**src/common/vpic_cfg.svh**
```systemverilog
`ifndef VPIC_CFG_SVH
`define VPIC_CFG_SVH

// ----------------------------------------
// source map
// ----------------------------------------
`define VPIC_NUM_SRC      24
`define VPIC_NUM_GRP      6
`define VPIC_NUM_LVL      4
`define VPIC_SRC_EXT_A    5
`define VPIC_SRC_UNUSED_A 7
`define VPIC_SRC_UNUSED_B 23
// external b inputs 0..3 feed these sources
`define VPIC_SRC_EXT_B0   0
`define VPIC_SRC_EXT_B1   1
`define VPIC_SRC_EXT_B2   6
`define VPIC_SRC_EXT_B3   11

// ----------------------------------------
// vectors
// ----------------------------------------
`define VPIC_VEC_RESET    16'h0000
`define VPIC_VEC_BASE     16'h0003
`define VPIC_VEC_SHIFT    3

// ----------------------------------------
// register fields and reset values
// ----------------------------------------
`define VPIC_EA_BIT       7
`define VPIC_REG_RESET    8'h00

// ----------------------------------------
// edge select codes
// ----------------------------------------
`define VPIC_EDGE_NONE    2'h0
`define VPIC_EDGE_RISE    2'h1
`define VPIC_EDGE_FALL    2'h2
`define VPIC_EDGE_BOTH    2'h3

`endif

```
**src/common/vpic_pkg.sv**
```systemverilog
`default_nettype none

package vpic_pkg;

	// ----------------------------------------
	// register write targets
	// ----------------------------------------
	typedef enum logic [3:0] {
		VPIC_SEL_ENABLE_0,
		VPIC_SEL_ENABLE_1,
		VPIC_SEL_ENABLE_2,
		VPIC_SEL_ENABLE_3,
		VPIC_SEL_PRIO_LOW,
		VPIC_SEL_PRIO_HIGH,
		VPIC_SEL_POWER_CTRL,
		VPIC_SEL_FLAGS_A,
		VPIC_SEL_FLAGS_B,
		VPIC_SEL_EDGE_A_LOW,
		VPIC_SEL_EDGE_A_HIGH,
		VPIC_SEL_EDGE_B
	} vpic_reg_sel_t;

	// ----------------------------------------
	// delivery states
	// ----------------------------------------
	typedef enum logic {
		VPIC_ST_IDLE,
		VPIC_ST_OFFER
	} vpic_state_t;

endpackage

`default_nettype wire

```
**src/design/vpic_top.sv**
```systemverilog
// What this block does
// - every enabled request raises wake-up for stop or idle, whatever its level.
// - a pending request is not delivered in a cycle that writes an enable, priority or power control register.
// - 24 sources, each with enable bit and vector 0003H plus eight per source.
// - external inputs 0..7 merge into source 5, enabled by enable 0 bit 5.
// - core long-calls; block supplies the vector address of the serviced source.
// - a request is taken only with global enable and its own enable both set.
// - request flag holds until accepted, then clears itself.
// - latched request stays until accepted, reset, or cleared by an instruction.
// - acceptance happens at the last cycle of an instruction.
// - instruction end to service entry takes 3 to 9 machine cycles.
// - return from service restores the interrupted level context.
// - sampled at instruction last cycle; vector low byte chosen; ack next cycle.
// - of simultaneous requests the higher level is granted first.
// - a routine is preempted only by a strictly higher level.
// - at equal level the lowest-numbered source wins.
// - six groups of four sources, each group at level 0..3, 3 highest.
// - both priority registers reset to 00H, all groups at level 0.
// - external pending flag sets on its chosen edge, clears on service entry.
// - writing zero to an external pending flag bit clears it.
// - each external input selects rising, falling or both edges; none after reset.
// - global enable clears on vector entry and sets on return from service.
// - source n sits in group n modulo six; lower number ranks higher.
// - group level is high-register bit over low-register bit.
// - edge field 00 none, 01 rising, 10 falling, 11 both.
`include "vpic_cfg.svh"
`default_nettype none

module vpic_top #(
	parameter int NUM_SRC = `VPIC_NUM_SRC,
	parameter int NUM_GRP = `VPIC_NUM_GRP
) (
	// clock and reset
	input  wire logic                  clk,
	input  wire logic                  rst,
	// register writes
	input  wire logic                  reg_wr_en,
	input  wire vpic_pkg::vpic_reg_sel_t reg_wr_sel,
	input  wire logic [7:0]            reg_wr_data,
	// request latch clear by instruction
	input  wire logic                  req_clr_en,
	input  wire logic [4:0]            req_clr_idx,
	// peripheral requests and external pins
	input  wire logic [NUM_SRC-1:0]    src_req,
	input  wire logic [7:0]            ext_pin_a,
	input  wire logic [3:0]            ext_pin_b,
	// core handshake
	input  wire logic                  instr_last,
	input  wire logic                  irq_ack,
	input  wire logic                  return_from_isr,
	output logic                       irq_req,
	output logic [15:0]                vector_addr,
	output logic [7:0]                 vector_low_byte,
	// status
	output logic                       global_irq_enable,
	output logic [7:0]                 ext_pending_flags_a,
	output logic [3:0]                 ext_pending_flags_b,
	output logic [NUM_SRC-1:0]         req_flags,
	output logic [3:0]                 in_service_levels,
	output logic                       wake_up
);
	import vpic_pkg::*;

	// ----------------------------------------
	// control registers
	// ----------------------------------------
	logic [NUM_SRC-1:0] src_enable;
	logic [7:0]         priority_low_bits;
	logic [7:0]         priority_high_bits;
	logic [15:0]        edge_sel_a;
	logic [7:0]         edge_sel_b;
	vpic_state_t        state;
	logic [4:0]         offer_idx;
	logic [1:0]         offer_lvl;

	logic write_hold;
	assign write_hold = reg_wr_en && (reg_wr_sel == VPIC_SEL_ENABLE_0 ||
		reg_wr_sel == VPIC_SEL_ENABLE_1 || reg_wr_sel == VPIC_SEL_ENABLE_2 ||
		reg_wr_sel == VPIC_SEL_ENABLE_3 || reg_wr_sel == VPIC_SEL_PRIO_LOW ||
		reg_wr_sel == VPIC_SEL_PRIO_HIGH || reg_wr_sel == VPIC_SEL_POWER_CTRL);

	logic take_ack;
	assign take_ack = (state == VPIC_ST_OFFER) && irq_ack;

	always_ff @(posedge clk) begin
		if (rst) begin
			src_enable <= '0;
		end else if (reg_wr_en) begin
			unique case (reg_wr_sel)
				VPIC_SEL_ENABLE_0: src_enable[5:0]   <= reg_wr_data[5:0];
				VPIC_SEL_ENABLE_1: src_enable[11:6]  <= reg_wr_data[5:0];
				VPIC_SEL_ENABLE_2: src_enable[17:12] <= reg_wr_data[5:0];
				VPIC_SEL_ENABLE_3: src_enable[23:18] <= reg_wr_data[5:0];
				default: ;
			endcase
		end
	end

	// hardware entry and return outrank a software write of the bit
	always_ff @(posedge clk) begin
		if (rst) begin
			global_irq_enable <= 1'b0;
		end else if (take_ack) begin
			global_irq_enable <= 1'b0;
		end else if (return_from_isr) begin
			global_irq_enable <= 1'b1;
		end else if (reg_wr_en && reg_wr_sel == VPIC_SEL_ENABLE_0) begin
			global_irq_enable <= reg_wr_data[`VPIC_EA_BIT];
		end
	end

	always_ff @(posedge clk) begin
		if (rst) begin
			priority_low_bits  <= `VPIC_REG_RESET;
			priority_high_bits <= `VPIC_REG_RESET;
		end else if (reg_wr_en && reg_wr_sel == VPIC_SEL_PRIO_LOW) begin
			priority_low_bits <= reg_wr_data;
		end else if (reg_wr_en && reg_wr_sel == VPIC_SEL_PRIO_HIGH) begin
			priority_high_bits <= reg_wr_data;
		end
	end

	always_ff @(posedge clk) begin
		if (rst) begin
			edge_sel_a <= '0;
			edge_sel_b <= `VPIC_REG_RESET;
		end else if (reg_wr_en) begin
			unique case (reg_wr_sel)
				VPIC_SEL_EDGE_A_LOW:  edge_sel_a[7:0]  <= reg_wr_data;
				VPIC_SEL_EDGE_A_HIGH: edge_sel_a[15:8] <= reg_wr_data;
				VPIC_SEL_EDGE_B:      edge_sel_b       <= reg_wr_data;
				default: ;
			endcase
		end
	end

	// ----------------------------------------
	// external edge detection
	// ----------------------------------------
	logic [7:0] pin_a_prev;
	logic [3:0] pin_b_prev;
	logic [7:0] edge_a;
	logic [3:0] edge_b;

	always_ff @(posedge clk) begin
		if (rst) begin
			pin_a_prev <= '0;
			pin_b_prev <= '0;
		end else begin
			pin_a_prev <= ext_pin_a;
			pin_b_prev <= ext_pin_b;
		end
	end

	function automatic logic edge_hit(input logic [1:0] mode, input logic now,
		input logic prev);
		logic rise;
		logic fall;
		rise = now & ~prev;
		fall = ~now & prev;
		unique case (mode)
			`VPIC_EDGE_NONE: edge_hit = 1'b0;
			`VPIC_EDGE_RISE: edge_hit = rise;
			`VPIC_EDGE_FALL: edge_hit = fall;
			`VPIC_EDGE_BOTH: edge_hit = rise | fall;
		endcase
	endfunction

	always_comb begin
		for (int i = 0; i < 8; i++) begin
			edge_a[i] = edge_hit(edge_sel_a[2*i +: 2], ext_pin_a[i], pin_a_prev[i]);
		end
		for (int i = 0; i < 4; i++) begin
			edge_b[i] = edge_hit(edge_sel_b[2*i +: 2], ext_pin_b[i], pin_b_prev[i]);
		end
	end

	// ----------------------------------------
	// external pending flags
	// ----------------------------------------
	logic [7:0] clr_a;
	logic [3:0] clr_b;

	always_comb begin
		clr_a = '0;
		clr_b = '0;
		if (reg_wr_en && reg_wr_sel == VPIC_SEL_FLAGS_A) begin
			clr_a = ~reg_wr_data;
		end
		if (reg_wr_en && reg_wr_sel == VPIC_SEL_FLAGS_B) begin
			clr_b = ~reg_wr_data[3:0];
		end
		if (take_ack && offer_idx == 5'(`VPIC_SRC_EXT_A)) begin
			clr_a = 8'hFF;
		end
		if (take_ack) begin
			clr_b[0] = clr_b[0] | (offer_idx == 5'(`VPIC_SRC_EXT_B0));
			clr_b[1] = clr_b[1] | (offer_idx == 5'(`VPIC_SRC_EXT_B1));
			clr_b[2] = clr_b[2] | (offer_idx == 5'(`VPIC_SRC_EXT_B2));
			clr_b[3] = clr_b[3] | (offer_idx == 5'(`VPIC_SRC_EXT_B3));
		end
	end

	// a new edge in the clearing cycle is kept
	always_ff @(posedge clk) begin
		if (rst) begin
			ext_pending_flags_a <= `VPIC_REG_RESET;
			ext_pending_flags_b <= '0;
		end else begin
			ext_pending_flags_a <= (ext_pending_flags_a & ~clr_a) | edge_a;
			ext_pending_flags_b <= (ext_pending_flags_b & ~clr_b) | edge_b;
		end
	end

	// ----------------------------------------
	// request latches
	// ----------------------------------------
	logic [NUM_SRC-1:0] src_set;
	logic [NUM_SRC-1:0] src_clr;
	logic [NUM_SRC-1:0] live_req;

	always_comb begin
		src_set = src_req;
		src_set[`VPIC_SRC_UNUSED_A] = 1'b0;
		src_set[`VPIC_SRC_UNUSED_B] = 1'b0;
		src_clr = '0;
		if (req_clr_en) begin
			src_clr[req_clr_idx] = 1'b1;
		end
		if (take_ack) begin
			src_clr[offer_idx] = 1'b1;
		end
	end

	always_ff @(posedge clk) begin
		if (rst) begin
			req_flags <= '0;
		end else begin
			req_flags <= (req_flags & ~src_clr) | src_set;
		end
	end

	// external sources are driven by their pending flags
	always_comb begin
		live_req = req_flags;
		live_req[`VPIC_SRC_EXT_A]  = |ext_pending_flags_a;
		live_req[`VPIC_SRC_EXT_B0] = ext_pending_flags_b[0];
		live_req[`VPIC_SRC_EXT_B1] = ext_pending_flags_b[1];
		live_req[`VPIC_SRC_EXT_B2] = ext_pending_flags_b[2];
		live_req[`VPIC_SRC_EXT_B3] = ext_pending_flags_b[3];
		live_req = live_req & src_enable;
	end

	always_ff @(posedge clk) begin
		if (rst) begin
			wake_up <= 1'b0;
		end else begin
			wake_up <= |live_req;
		end
	end

	// ----------------------------------------
	// arbitration
	// ----------------------------------------
	logic [1:0] best_lvl;
	logic [4:0] best_idx;
	logic       best_found;
	logic [1:0] cur_lvl;
	logic       can_preempt;

	// scan from high numbers down so an equal level lets the lower number win
	always_comb begin
		logic [1:0] lvl;
		int         grp;
		best_lvl   = '0;
		best_idx   = '0;
		best_found = 1'b0;
		lvl        = '0;
		grp        = 0;
		for (int n = NUM_SRC - 1; n >= 0; n--) begin
			grp = n % NUM_GRP;
			lvl = {priority_high_bits[grp], priority_low_bits[grp]};
			if (live_req[n] && (!best_found || lvl >= best_lvl)) begin
				best_lvl   = lvl;
				best_idx   = 5'(n);
				best_found = 1'b1;
			end
		end
	end

	always_comb begin
		cur_lvl = '0;
		for (int l = 0; l < 4; l++) begin
			if (in_service_levels[l]) begin
				cur_lvl = 2'(l);
			end
		end
		can_preempt = ~|in_service_levels || (best_lvl > cur_lvl);
	end

	// ----------------------------------------
	// delivery to the core
	// ----------------------------------------
	logic take_new;
	assign take_new = (state == VPIC_ST_IDLE) && instr_last && best_found &&
		global_irq_enable && can_preempt && !write_hold;

	always_ff @(posedge clk) begin
		if (rst) begin
			state     <= VPIC_ST_IDLE;
			irq_req   <= 1'b0;
			offer_idx <= '0;
			offer_lvl <= '0;
		end else begin
			unique case (state)
				VPIC_ST_IDLE: begin
					if (take_new) begin
						state     <= VPIC_ST_OFFER;
						irq_req   <= 1'b1;
						offer_idx <= best_idx;
						offer_lvl <= best_lvl;
					end
				end
				VPIC_ST_OFFER: begin
					if (irq_ack) begin
						state   <= VPIC_ST_IDLE;
						irq_req <= 1'b0;
					end
				end
			endcase
		end
	end

	// reset leaves the vector at zero, the non-maskable entry
	always_ff @(posedge clk) begin
		if (rst) begin
			vector_addr     <= `VPIC_VEC_RESET;
			vector_low_byte <= 8'(`VPIC_VEC_RESET);
		end else if (take_new) begin
			vector_addr     <= `VPIC_VEC_BASE + (16'(best_idx) << `VPIC_VEC_SHIFT);
			vector_low_byte <= 8'(`VPIC_VEC_BASE + (16'(best_idx) << `VPIC_VEC_SHIFT));
		end
	end

	// ----------------------------------------
	// nesting context
	// ----------------------------------------
	logic [3:0] top_bit;

	always_comb begin
		top_bit = '0;
		for (int l = 0; l < 4; l++) begin
			if (in_service_levels[l]) begin
				top_bit = 4'h1 << l;
			end
		end
	end

	// entry and return in one cycle: the new level is nested, old top drops
	always_ff @(posedge clk) begin
		if (rst) begin
			in_service_levels <= '0;
		end else begin
			in_service_levels <= (in_service_levels &
				~(return_from_isr ? top_bit : 4'h0)) |
				(take_ack ? (4'h1 << offer_lvl) : 4'h0);
		end
	end

endmodule

`default_nettype wire

```
**config.mk**
```make
export PLATFORM = sky130hd
export DESIGN_NAME = vpic_top
export DESIGN_NICKNAME = d
export VERILOG_FILES = /design/src/common/vpic_pkg.sv /design/src/design/vpic_top.sv
export VERILOG_INCLUDE_DIRS = /design/src /design/src/common
export SDC_FILE = /design/constraint.sdc
export NUM_CORES = 1
export LEC_CHECK = 0
export ABC_AREA = 0
export BUFFER_PORTS_ARGS = -buffer_cell sky130_fd_sc_hd__buf_2
export CAP_MARGIN = 20
export CORE_MARGIN = 1.5
export CORE_UTILIZATION = 55
export CTS_CLUSTER_DIAMETER = 100
export DETAILED_ROUTE_END_ITERATION = 10
export GPL_TIMING_DRIVEN = 0
export HOLD_SLACK_MARGIN = 0.12
export PLACE_DENSITY = 0.89
export SYNTH_ARGS = -nofsm -noshare
export SYNTH_HDL_FRONTEND = slang
export SYNTH_SLANG_ARGS = --single-unit
```
**constraint.sdc**
```tcl
create_clock -name clk -period 82.1 [get_ports clk]
set_input_delay 8.21 -clock clk [delete_from_list [all_inputs] [get_ports clk]]
set_output_delay 8.21 -clock clk [all_outputs]
set_load 0.02 [all_outputs]
```
; Yosys cells after proc, flatten, opt, wreduce, memory -nomap -nowiden
; Cells that the tools add are included.
; Widths: inputs -> output; s select.
[classes]
add_sub_neg = 1
magnitude_cmp = 28
n_eq_ne = 53
n_shift = 1
muxes = 111
n_bitwise = 82
reduce_logical = 122
[op_table]
columns = operator, n
row1 = $mux 5, 24
row2 = $mux 2, 26
row3 = $and 24x24->24, 2
row4 = $eq 2x2->1 const B, 24
row5 = $mux 24, 2
row6 = $pmux 1 s4, 12
row7 = $ge 2x2->1, 23
row8 = $logic_and 1x1->1, 38
row9 = $mux 1, 34
row10 = $logic_or 1x1->1, 30
row11 = $mux 4, 7
row12 = $not 1->1, 26
row13 = $logic_not 1->1, 25
row14 = $and 1x1->1, 24
row15 = $eq 2x1->1 const B, 12
row16 = $logic_not 2->1, 12
row17 = $not 24->24, 1
row18 = $or 24x23->24, 1
row19 = $or 24x24->24, 1
row20 = $reduce_or 24->1, 1
row21 = $reduce_and 2->1, 10
row22 = $eq 4x3->1 const B, 4
row23 = $eq 4x4->1 const B, 4
row24 = $mux 8, 2
row25 = 26 further kinds, 53
[totals]
regBits = 147
inputBits = 60
out_inout_bits = 67
elab_cells = 421

; Longest topological paths before layout
[depth]
word_depth = 101
mapped_depth = 169

; Worst setup path after synthesis
; No wires, ideal clock.
[synth_timing]
path_kind = register -> register
startpoint = reg req_flags[23]
endpoint = reg offer_lvl[0]
setup_time_ns = 0.132
arrival_time_ns = 28.501
required_time_ns = 81.968
path_slack_ns = 53.467
stages_incl_launch_ff = 158
period_less_slack_ns = 28.633
cell_sequence = dfxtp_1 > nand2_1 > nor2_1 > ha_1 > or3b_2 > a21oi_1 > o2bb2ai_1 > ha_1 > nand2b_1 > a211oi_1 > nor2_1 > nor2_1 > a21oi_1 > ha_1 > nand2b_1 > a211oi_1 > o32ai_1 > a21oi_1 > [... 122 more ...] > a21oi_1 > nand2_1 > nand3_1 > nor2_1 > a21oi_1 > ha_1 > nand2b_1 > a21oi_1 > a21oi_1 > nor2_1 > o31ai_1 > and2_1 > ha_1 > a21oi_1 > a21oi_1 > nor4_1 > clkbuf_1 > a31oi_1
[synth_via]
elab_chain_cells = 99
[synth_rtl]
columns = item, line
row1 = from (decl), vpic_top.sv:58  ; output logic [NUM_SRC-1:0] req_flags,
row2 = from (signal assigned), vpic_top.sv:239  ; req_flags <= (req_flags & ~src_clr) | src_set;
row3 = $and 24x24->24 (*), vpic_top.sv:251  ; live_req = live_req & src_enable;
row4 = $mux 2 or $mux 1 (tied branches), vpic_top.sv:283  ; if (live_req[n] && (!best_found || lvl >= best_lvl)) begin
row5 = $ge 2x2->1 or $logic_not 1->1 (tied branches), vpic_top.sv:283
row6 = $logic_or 1x1->1, vpic_top.sv:283
row7 = $logic_and 1x1->1, vpic_top.sv:283
row8 = $mux 2 or $mux 1 (tied branches), vpic_top.sv:283
row9 = $ge 2x2->1 or $logic_not 1->1 (tied branches), vpic_top.sv:283
row10 = $logic_or 1x1->1, vpic_top.sv:283
row11 = [... 82 more ...], n/a
row12 = $ge 2x2->1 or $logic_not 1->1 (tied branches), vpic_top.sv:283
row13 = $logic_or 1x1->1, vpic_top.sv:283
row14 = $logic_and 1x1->1, vpic_top.sv:283
row15 = $mux 2 or $mux 1 (tied branches), vpic_top.sv:283
row16 = $gt 2x2->1 or $logic_and 1x1->1 (tied branches), "vpic_top.sv:298, vpic_top.sv:305"
row17 = $logic_or 1x1->1 or $logic_and 1x1->1 (tied branches), "vpic_top.sv:298, vpic_top.sv:305"
row18 = $logic_and 1x1->1 (2 in a row), vpic_top.sv:306  ; global_irq_enable && can_preempt && !write_hold;
row19 = $reduce_and 2->1 (no source line), n/a
row20 = to (signal assigned), vpic_top.sv:321  ; offer_lvl <= best_lvl;
row21 = to (decl), vpic_top.sv:74  ; logic [1:0] offer_lvl;
; Mark *: on every way between the ends. The rest lies on a longest branch, timed or not.
; A chain may end at the register's enable or synchronous reset.

; Worst setup path in the final report
[layout_timing]
startpoint = reg priority_high_bits[5]
endpoint = reg offer_lvl[0]
[layout_via]
elab_chain_cells = 98
[layout_rtl]
columns = item, line
row1 = from (decl), vpic_top.sv:69  ; logic [7:0] priority_high_bits;
row2 = from (signal assigned), vpic_top.sv:115  ; priority_high_bits <= `VPIC_REG_RESET;
row3 = from (signal assigned), vpic_top.sv:119  ; priority_high_bits <= reg_wr_data;
row4 = $mux 2, vpic_top.sv:283
row5 = $ge 2x2->1, vpic_top.sv:283
row6 = $logic_or 1x1->1, vpic_top.sv:283
row7 = $logic_and 1x1->1, vpic_top.sv:283
row8 = $mux 2 or $mux 1 (tied branches), vpic_top.sv:283
row9 = $ge 2x2->1 or $logic_not 1->1 (tied branches), vpic_top.sv:283
row10 = $logic_or 1x1->1, vpic_top.sv:283
row11 = $logic_and 1x1->1, vpic_top.sv:283
row12 = [... 82 more ...], n/a
row13 = $logic_or 1x1->1, vpic_top.sv:283
row14 = $logic_and 1x1->1, vpic_top.sv:283
row15 = $mux 2 (*), vpic_top.sv:283
row16 = named net best_lvl[1], vpic_top.sv:265  ; logic [1:0] best_lvl;
row17 = $gt 2x2->1 (*), vpic_top.sv:298  ; can_preempt = ~|in_service_levels || (best_lvl > cur_lvl);
row18 = $logic_or 1x1->1 (*), vpic_top.sv:298
row19 = $logic_and 1x1->1 (*) (2 in a row), vpic_top.sv:306
row20 = $reduce_and 2->1 (no source line) (*), n/a
; Mark *: on every way through the listed nets, which the timed path passes. The rest lies on a longest branch.

==> reports/metrics.sh <==
CLK_PIN_SLEW_WORST_PATHS_NS=0.05
CTS_HOLD_REPAIR.BUFFERS=0
DRIVE_GT1_SHARE_PCT=16.3
SETUP_REPAIR_AFTER_GLOBAL_ROUTING_MISSED_ITS_MARGIN='false'
INITIAL_UTILIZATION_PCT=55.8
SYNTH_LARGEST_AREA_CELL='sky130_fd_sc_hd__dfxtp_1'
INITIALDRTVIOLATIONCOUNT=1192
MET1_LENGTH_UM=9520
FIRST_PASS_ITERS=9
DIE_W_UM=124
TOP_LEVEL_PORTS=127
MET2_WL_POST_DR_UM=11800
ROUTE.FINAL.WIRE_LENGTH_UM=26600
FINALWEIGHTEDCONGESTION=1.08
WORST_SKEW_PAIR.LATE_LATENCY_NS=0.42
SETUP_FAILING_EPS_FINAL=0
PLACE.PORT_BUFFERS=109
DRC=0
ANTENNA_DIODE_COUNT=0
CLOCKROOTBUFFER='sky130_fd_sc_hd__clkbuf_16'
SLEW_HEADROOM_PCT=31.1
RUN_STATUS='finished, final reports clean'
DESIGN.FINAL.NETS=1262
SYNTH_WARN=0
NETLIST_AREA_SQ_UM=8050
LAYOUTNONFILLERINSTCOUNT=1340
GLOBALROUTE.TOTALOVERFLOW=0
CTS.HTREE.LEVELS=4
CLOCK_PATH_BUFFERS=2
SYNTHDISTINCTLIBCELLS=80
NUMBER_OF_ENABLE_TYPE_REGISTER_CELLS_IN_THE_SYNTHESIZED_NETLIST=0
TIMING.SETUP.TNS_NS=0
YOSYSSEQAREASHARE_PCT=32.1
WHS_NS=0.471
POST-SYNTH-TOP-AREA-FRACTION_PCT=32.1
ROUTED_VIA_DENSITY=6.41
TIMING_HOLD_VIOLATIONS_FINAL=0
DIE-AREA_SQ_UM=15400
VIAS=8583
HALF_PERIMETER_WIRE_LENGTH_OF_THE_DETAILED_PLACEMENT_RESULT_UM=19600
CPPEAKSTAGEDELAY_NS=0.59
SYN_INST=1007
SLOWEST_STAGE='sky130_fd_sc_hd__a21oi_1'
STARTPOINT_TYPE_OF_THE_WORST_SETUP_PATH='flop'
NUMPLACEDINSTANCES=1310
FINAL_MIN_PERIOD_OVER_CLOCK_PERIOD_PCT=40.9
DIE_HEIGHT_UM=124
REG2REG_TO='offer_lvl[0]$_SDFFE_PP0P_'
ANTENNA_VIOLATING_NETS_POST_ROUTE=0
YOSYS_REGISTER_BITS=129
WORST_SETUP_PATH_END_KIND='flop'
CRIT_TYPE='reg -> reg'
WL_PER_CELL_UM=19.9
CELLPOWERDENSITY_nW_PER_UM2=16.7
CRITPATHMOSTFREQUENTCELL='sky130_fd_sc_hd__ha_1'
CORE_AREA_SQ_UM=14400
SYN-MEAN-INSTANCE-AREA_SQ_UM=7.99
GRT_USE_TOTAL_PCT=35.1
TIMING.REG2REG.SETUP_SLACK_NS=48.48
WIRE_LENGTH_ON_MET3_UM=3440
TOP_LAYER_USED='met4'
GRT_FIRST_PASS_WIRELENGTH_UM=40700
WORST_IR_DROP_VDD_V=0.0000162
HP-START='src_enable[5]$_SDFFE_PP0P_'
POST-SYNTH-TOP-COUNT-CELL='sky130_fd_sc_hd__nor2_1'
CRIT_FANOUT=10
MIN_TO='src_enable[5]$_SDFFE_PP0P_'
GRT_PASS1_VIAS=7950
YS_TOP_CELLS_BY_AREA='sky130_fd_sc_hd__dfxtp_1 32%, sky130_fd_sc_hd__ha_1 8.9%, sky130_fd_sc_hd__mux2i_1 7.8%'
YS_DOMINANT_REG_CELL='sky130_fd_sc_hd__dfxtp_1'
SYNTH.CELLS.MOST_FREQUENT='133 x sky130_fd_sc_hd__nor2_1, 129 x sky130_fd_sc_hd__dfxtp_1, 96 x sky130_fd_sc_hd__a21oi_1'
FP-ROW-COUNT=44
POST_CTS_SETUP_REPAIR_BUFFER_COUNT=0
FINALWORSTPATHREQUIREDPERIOD_NS=33.62
TIMING.CRITICAL_PATH.REQUIRED_NS=82.37
GRT_ANTENNA_BEFORE_REPAIR=0
SYNTHTOLAYOUTAREAGROWTH_PCT=17.5
MAXSLEWVIOLCOUNT=0
DRV.MAX_CAP_VIOLATION_COUNT=0
MIN_PATH_TYPE='reg -> reg'
TOTAL_LEAKAGE_POWER_nW=4.35
LARGEST_CLOCK_SKEW_IN_THE_FINAL_DESIGN_NS=0.00581
CTS_NUM_SINKS=129
ARRIVAL_TIME_WORST_ENDPOINT_NS=33.88
WORST-SLEW-PIN-TRANSITION_NS=1.03
MAXIMUM_NUMBER_OF_PINS_ON_ONE_NET_BEFORE_GLOBAL_ROUTE_REPAIR=17
TRITONCTS_CLOCK_TREE='built'
MAX_FREQ_GHz=0.0297
WORST_HOLD_PATH.NUM_CELLS=2
WORST_REG_TO_REG_PATH_CELL_COUNT=156
CTS_BUFFER_COUNT=17
ASYNCSETRESETFLOPFRACSYNTH_PCT=0
CTSRESIZECOUNT=0
R2R_START='priority_high_bits[5]$_SDFFE_PP0P_'
[critical path: cells and delay by family (launching register included)]
kind	cells	cell delay, ns
and+or+nand+nor	53	8.31
adders and majority gates	25	6.65
buffers and inverters	8	1.38
AOI/OAI and AO/OA	65	14.78
muxes	5	1.84
DFF	1	0.46
[cell usage in the layout (no fill, tap or decap), types with 18 or more instances in the layout]
cell type                  synthesis  layout
sky130_fd_sc_hd__nor2_1          133     133
sky130_fd_sc_hd__dfxtp_1         129     129
sky130_fd_sc_hd__buf_2             0     110
sky130_fd_sc_hd__a21oi_1          96      96
sky130_fd_sc_hd__nand2_1          94      94
sky130_fd_sc_hd__inv_1            75      75
sky130_fd_sc_hd__mux2i_1          63      63
sky130_fd_sc_hd__ha_1             57      57
sky130_fd_sc_hd__clkbuf_1         33      35
sky130_fd_sc_hd__nand3_1          35      35
sky130_fd_sc_hd__o221ai_1         22      22
sky130_fd_sc_hd__o21ai_0          20      20
sky130_fd_sc_hd__nand2b_1         19      19
sky130_fd_sc_hd__buf_4            18      18
[logic make-up (layout without fill, tap and decap cells)]
family	count (synthesis)	after routing	synth area share (%)
flops	129	129	32.1
buf+inv	130	270	7.00
other cells	1	10	0.0466
mux	68	68	8.58
fa+ha+maj	58	58	8.99
compound gates	255	255	21.9
simple gates	366	366	21.4
[per-stage QoR]
| step | instance area, sq um | utilization [%] | setup WS, ns | total power, mW |
|---|---|---|---|---|
| 6_report | 9450 | 65.5 | 48.48 | 0.158 |
| 5_1_grt | 9450 | 65.5 | 46.21 | 0.162 |
| 4_1_cts | 9450 | 65.5 | 49.22 | 0.157 |
| 3_5_place_dp | 8860 | 61.4 | 49.46 | 0.0831 |
| 3_3_place_gp | 8860 | 61.4 | 49.34 | 0.0826 |
| 2_1_floorplan | 8080 | - | 53.47 | 0.0769 |
[sequential cells by signal (all words and copies together) (netlist names), 2 cells and up]
| name | cells |
|---|---|
| edge_sel_a | 16 |
| edge_sel_b | 8 |
| ext_pending_flags_a | 8 |
| ext_pending_flags_b | 4 |
| in_service_levels | 4 |
| offer_idx | 5 |
| offer_lvl | 2 |
| pin_a_prev | 8 |
| pin_b_prev | 4 |
| priority_high_bits | 6 |
| priority_low_bits | 6 |
| req_flags | 24 |
| src_enable | 24 |
| vector_low_byte | 6 |
[report_power, final]
part	switching, mW	leakage, nW	total (mW)	internal, mW
combinational	0.0104	3.01	0.0163	0.00585
clock	0.0263	0.295	0.0753	0.0490
sequential	0.00208	1.05	0.0664	0.0643
[worst max-delay path by stage]
stage / startpoint / end / slack, ns / depth (start not counted)
final: priority_high_bits[5]$_SDFFE_PP0P_ / offer_lvl[0]$_SDFFE_PP0P_ / 48.48 / 156
after global routing: priority_high_bits[5]$_SDFFE_PP0P_ / offer_idx[0]$_SDFFE_PP0P_ / 46.21 / 159
after CTS: priority_high_bits[5]$_SDFFE_PP0P_ / offer_idx[0]$_SDFFE_PP0P_ / 49.22 / 158
after detailed placement: priority_high_bits[5]$_SDFFE_PP0P_ / offer_idx[0]$_SDFFE_PP0P_ / 49.46 / 158
after global placement: priority_high_bits[5]$_SDFFE_PP0P_ / offer_lvl[0]$_SDFFE_PP0P_ / 49.34 / 156
after floorplan: req_flags[23]$_SDFF_PP0_ / offer_lvl[0]$_SDFFE_PP0P_ / 53.47 / 157
[routing by layer]
metal	track usage, %	vias to the layer above
met5	0	-
met4	20.7	0
met2	56.3	667
met1	42.2	3896
met3	9.43	165
li1	-	3855
[layout make-up]
cell class | count | area (sq um)
buffer | 55 | 282
fill | 1173 | 4970
inverter | 75 | 282
sequential | 129 | 2580
clock inverter | 5 | 75.1
timing repair buffer | 110 | 551
multi-input combinational | 757 | 4940
clock buffer | 25 | 515
tap | 184 | 230
Note: power is estimated with default switching activity, not from simulation.
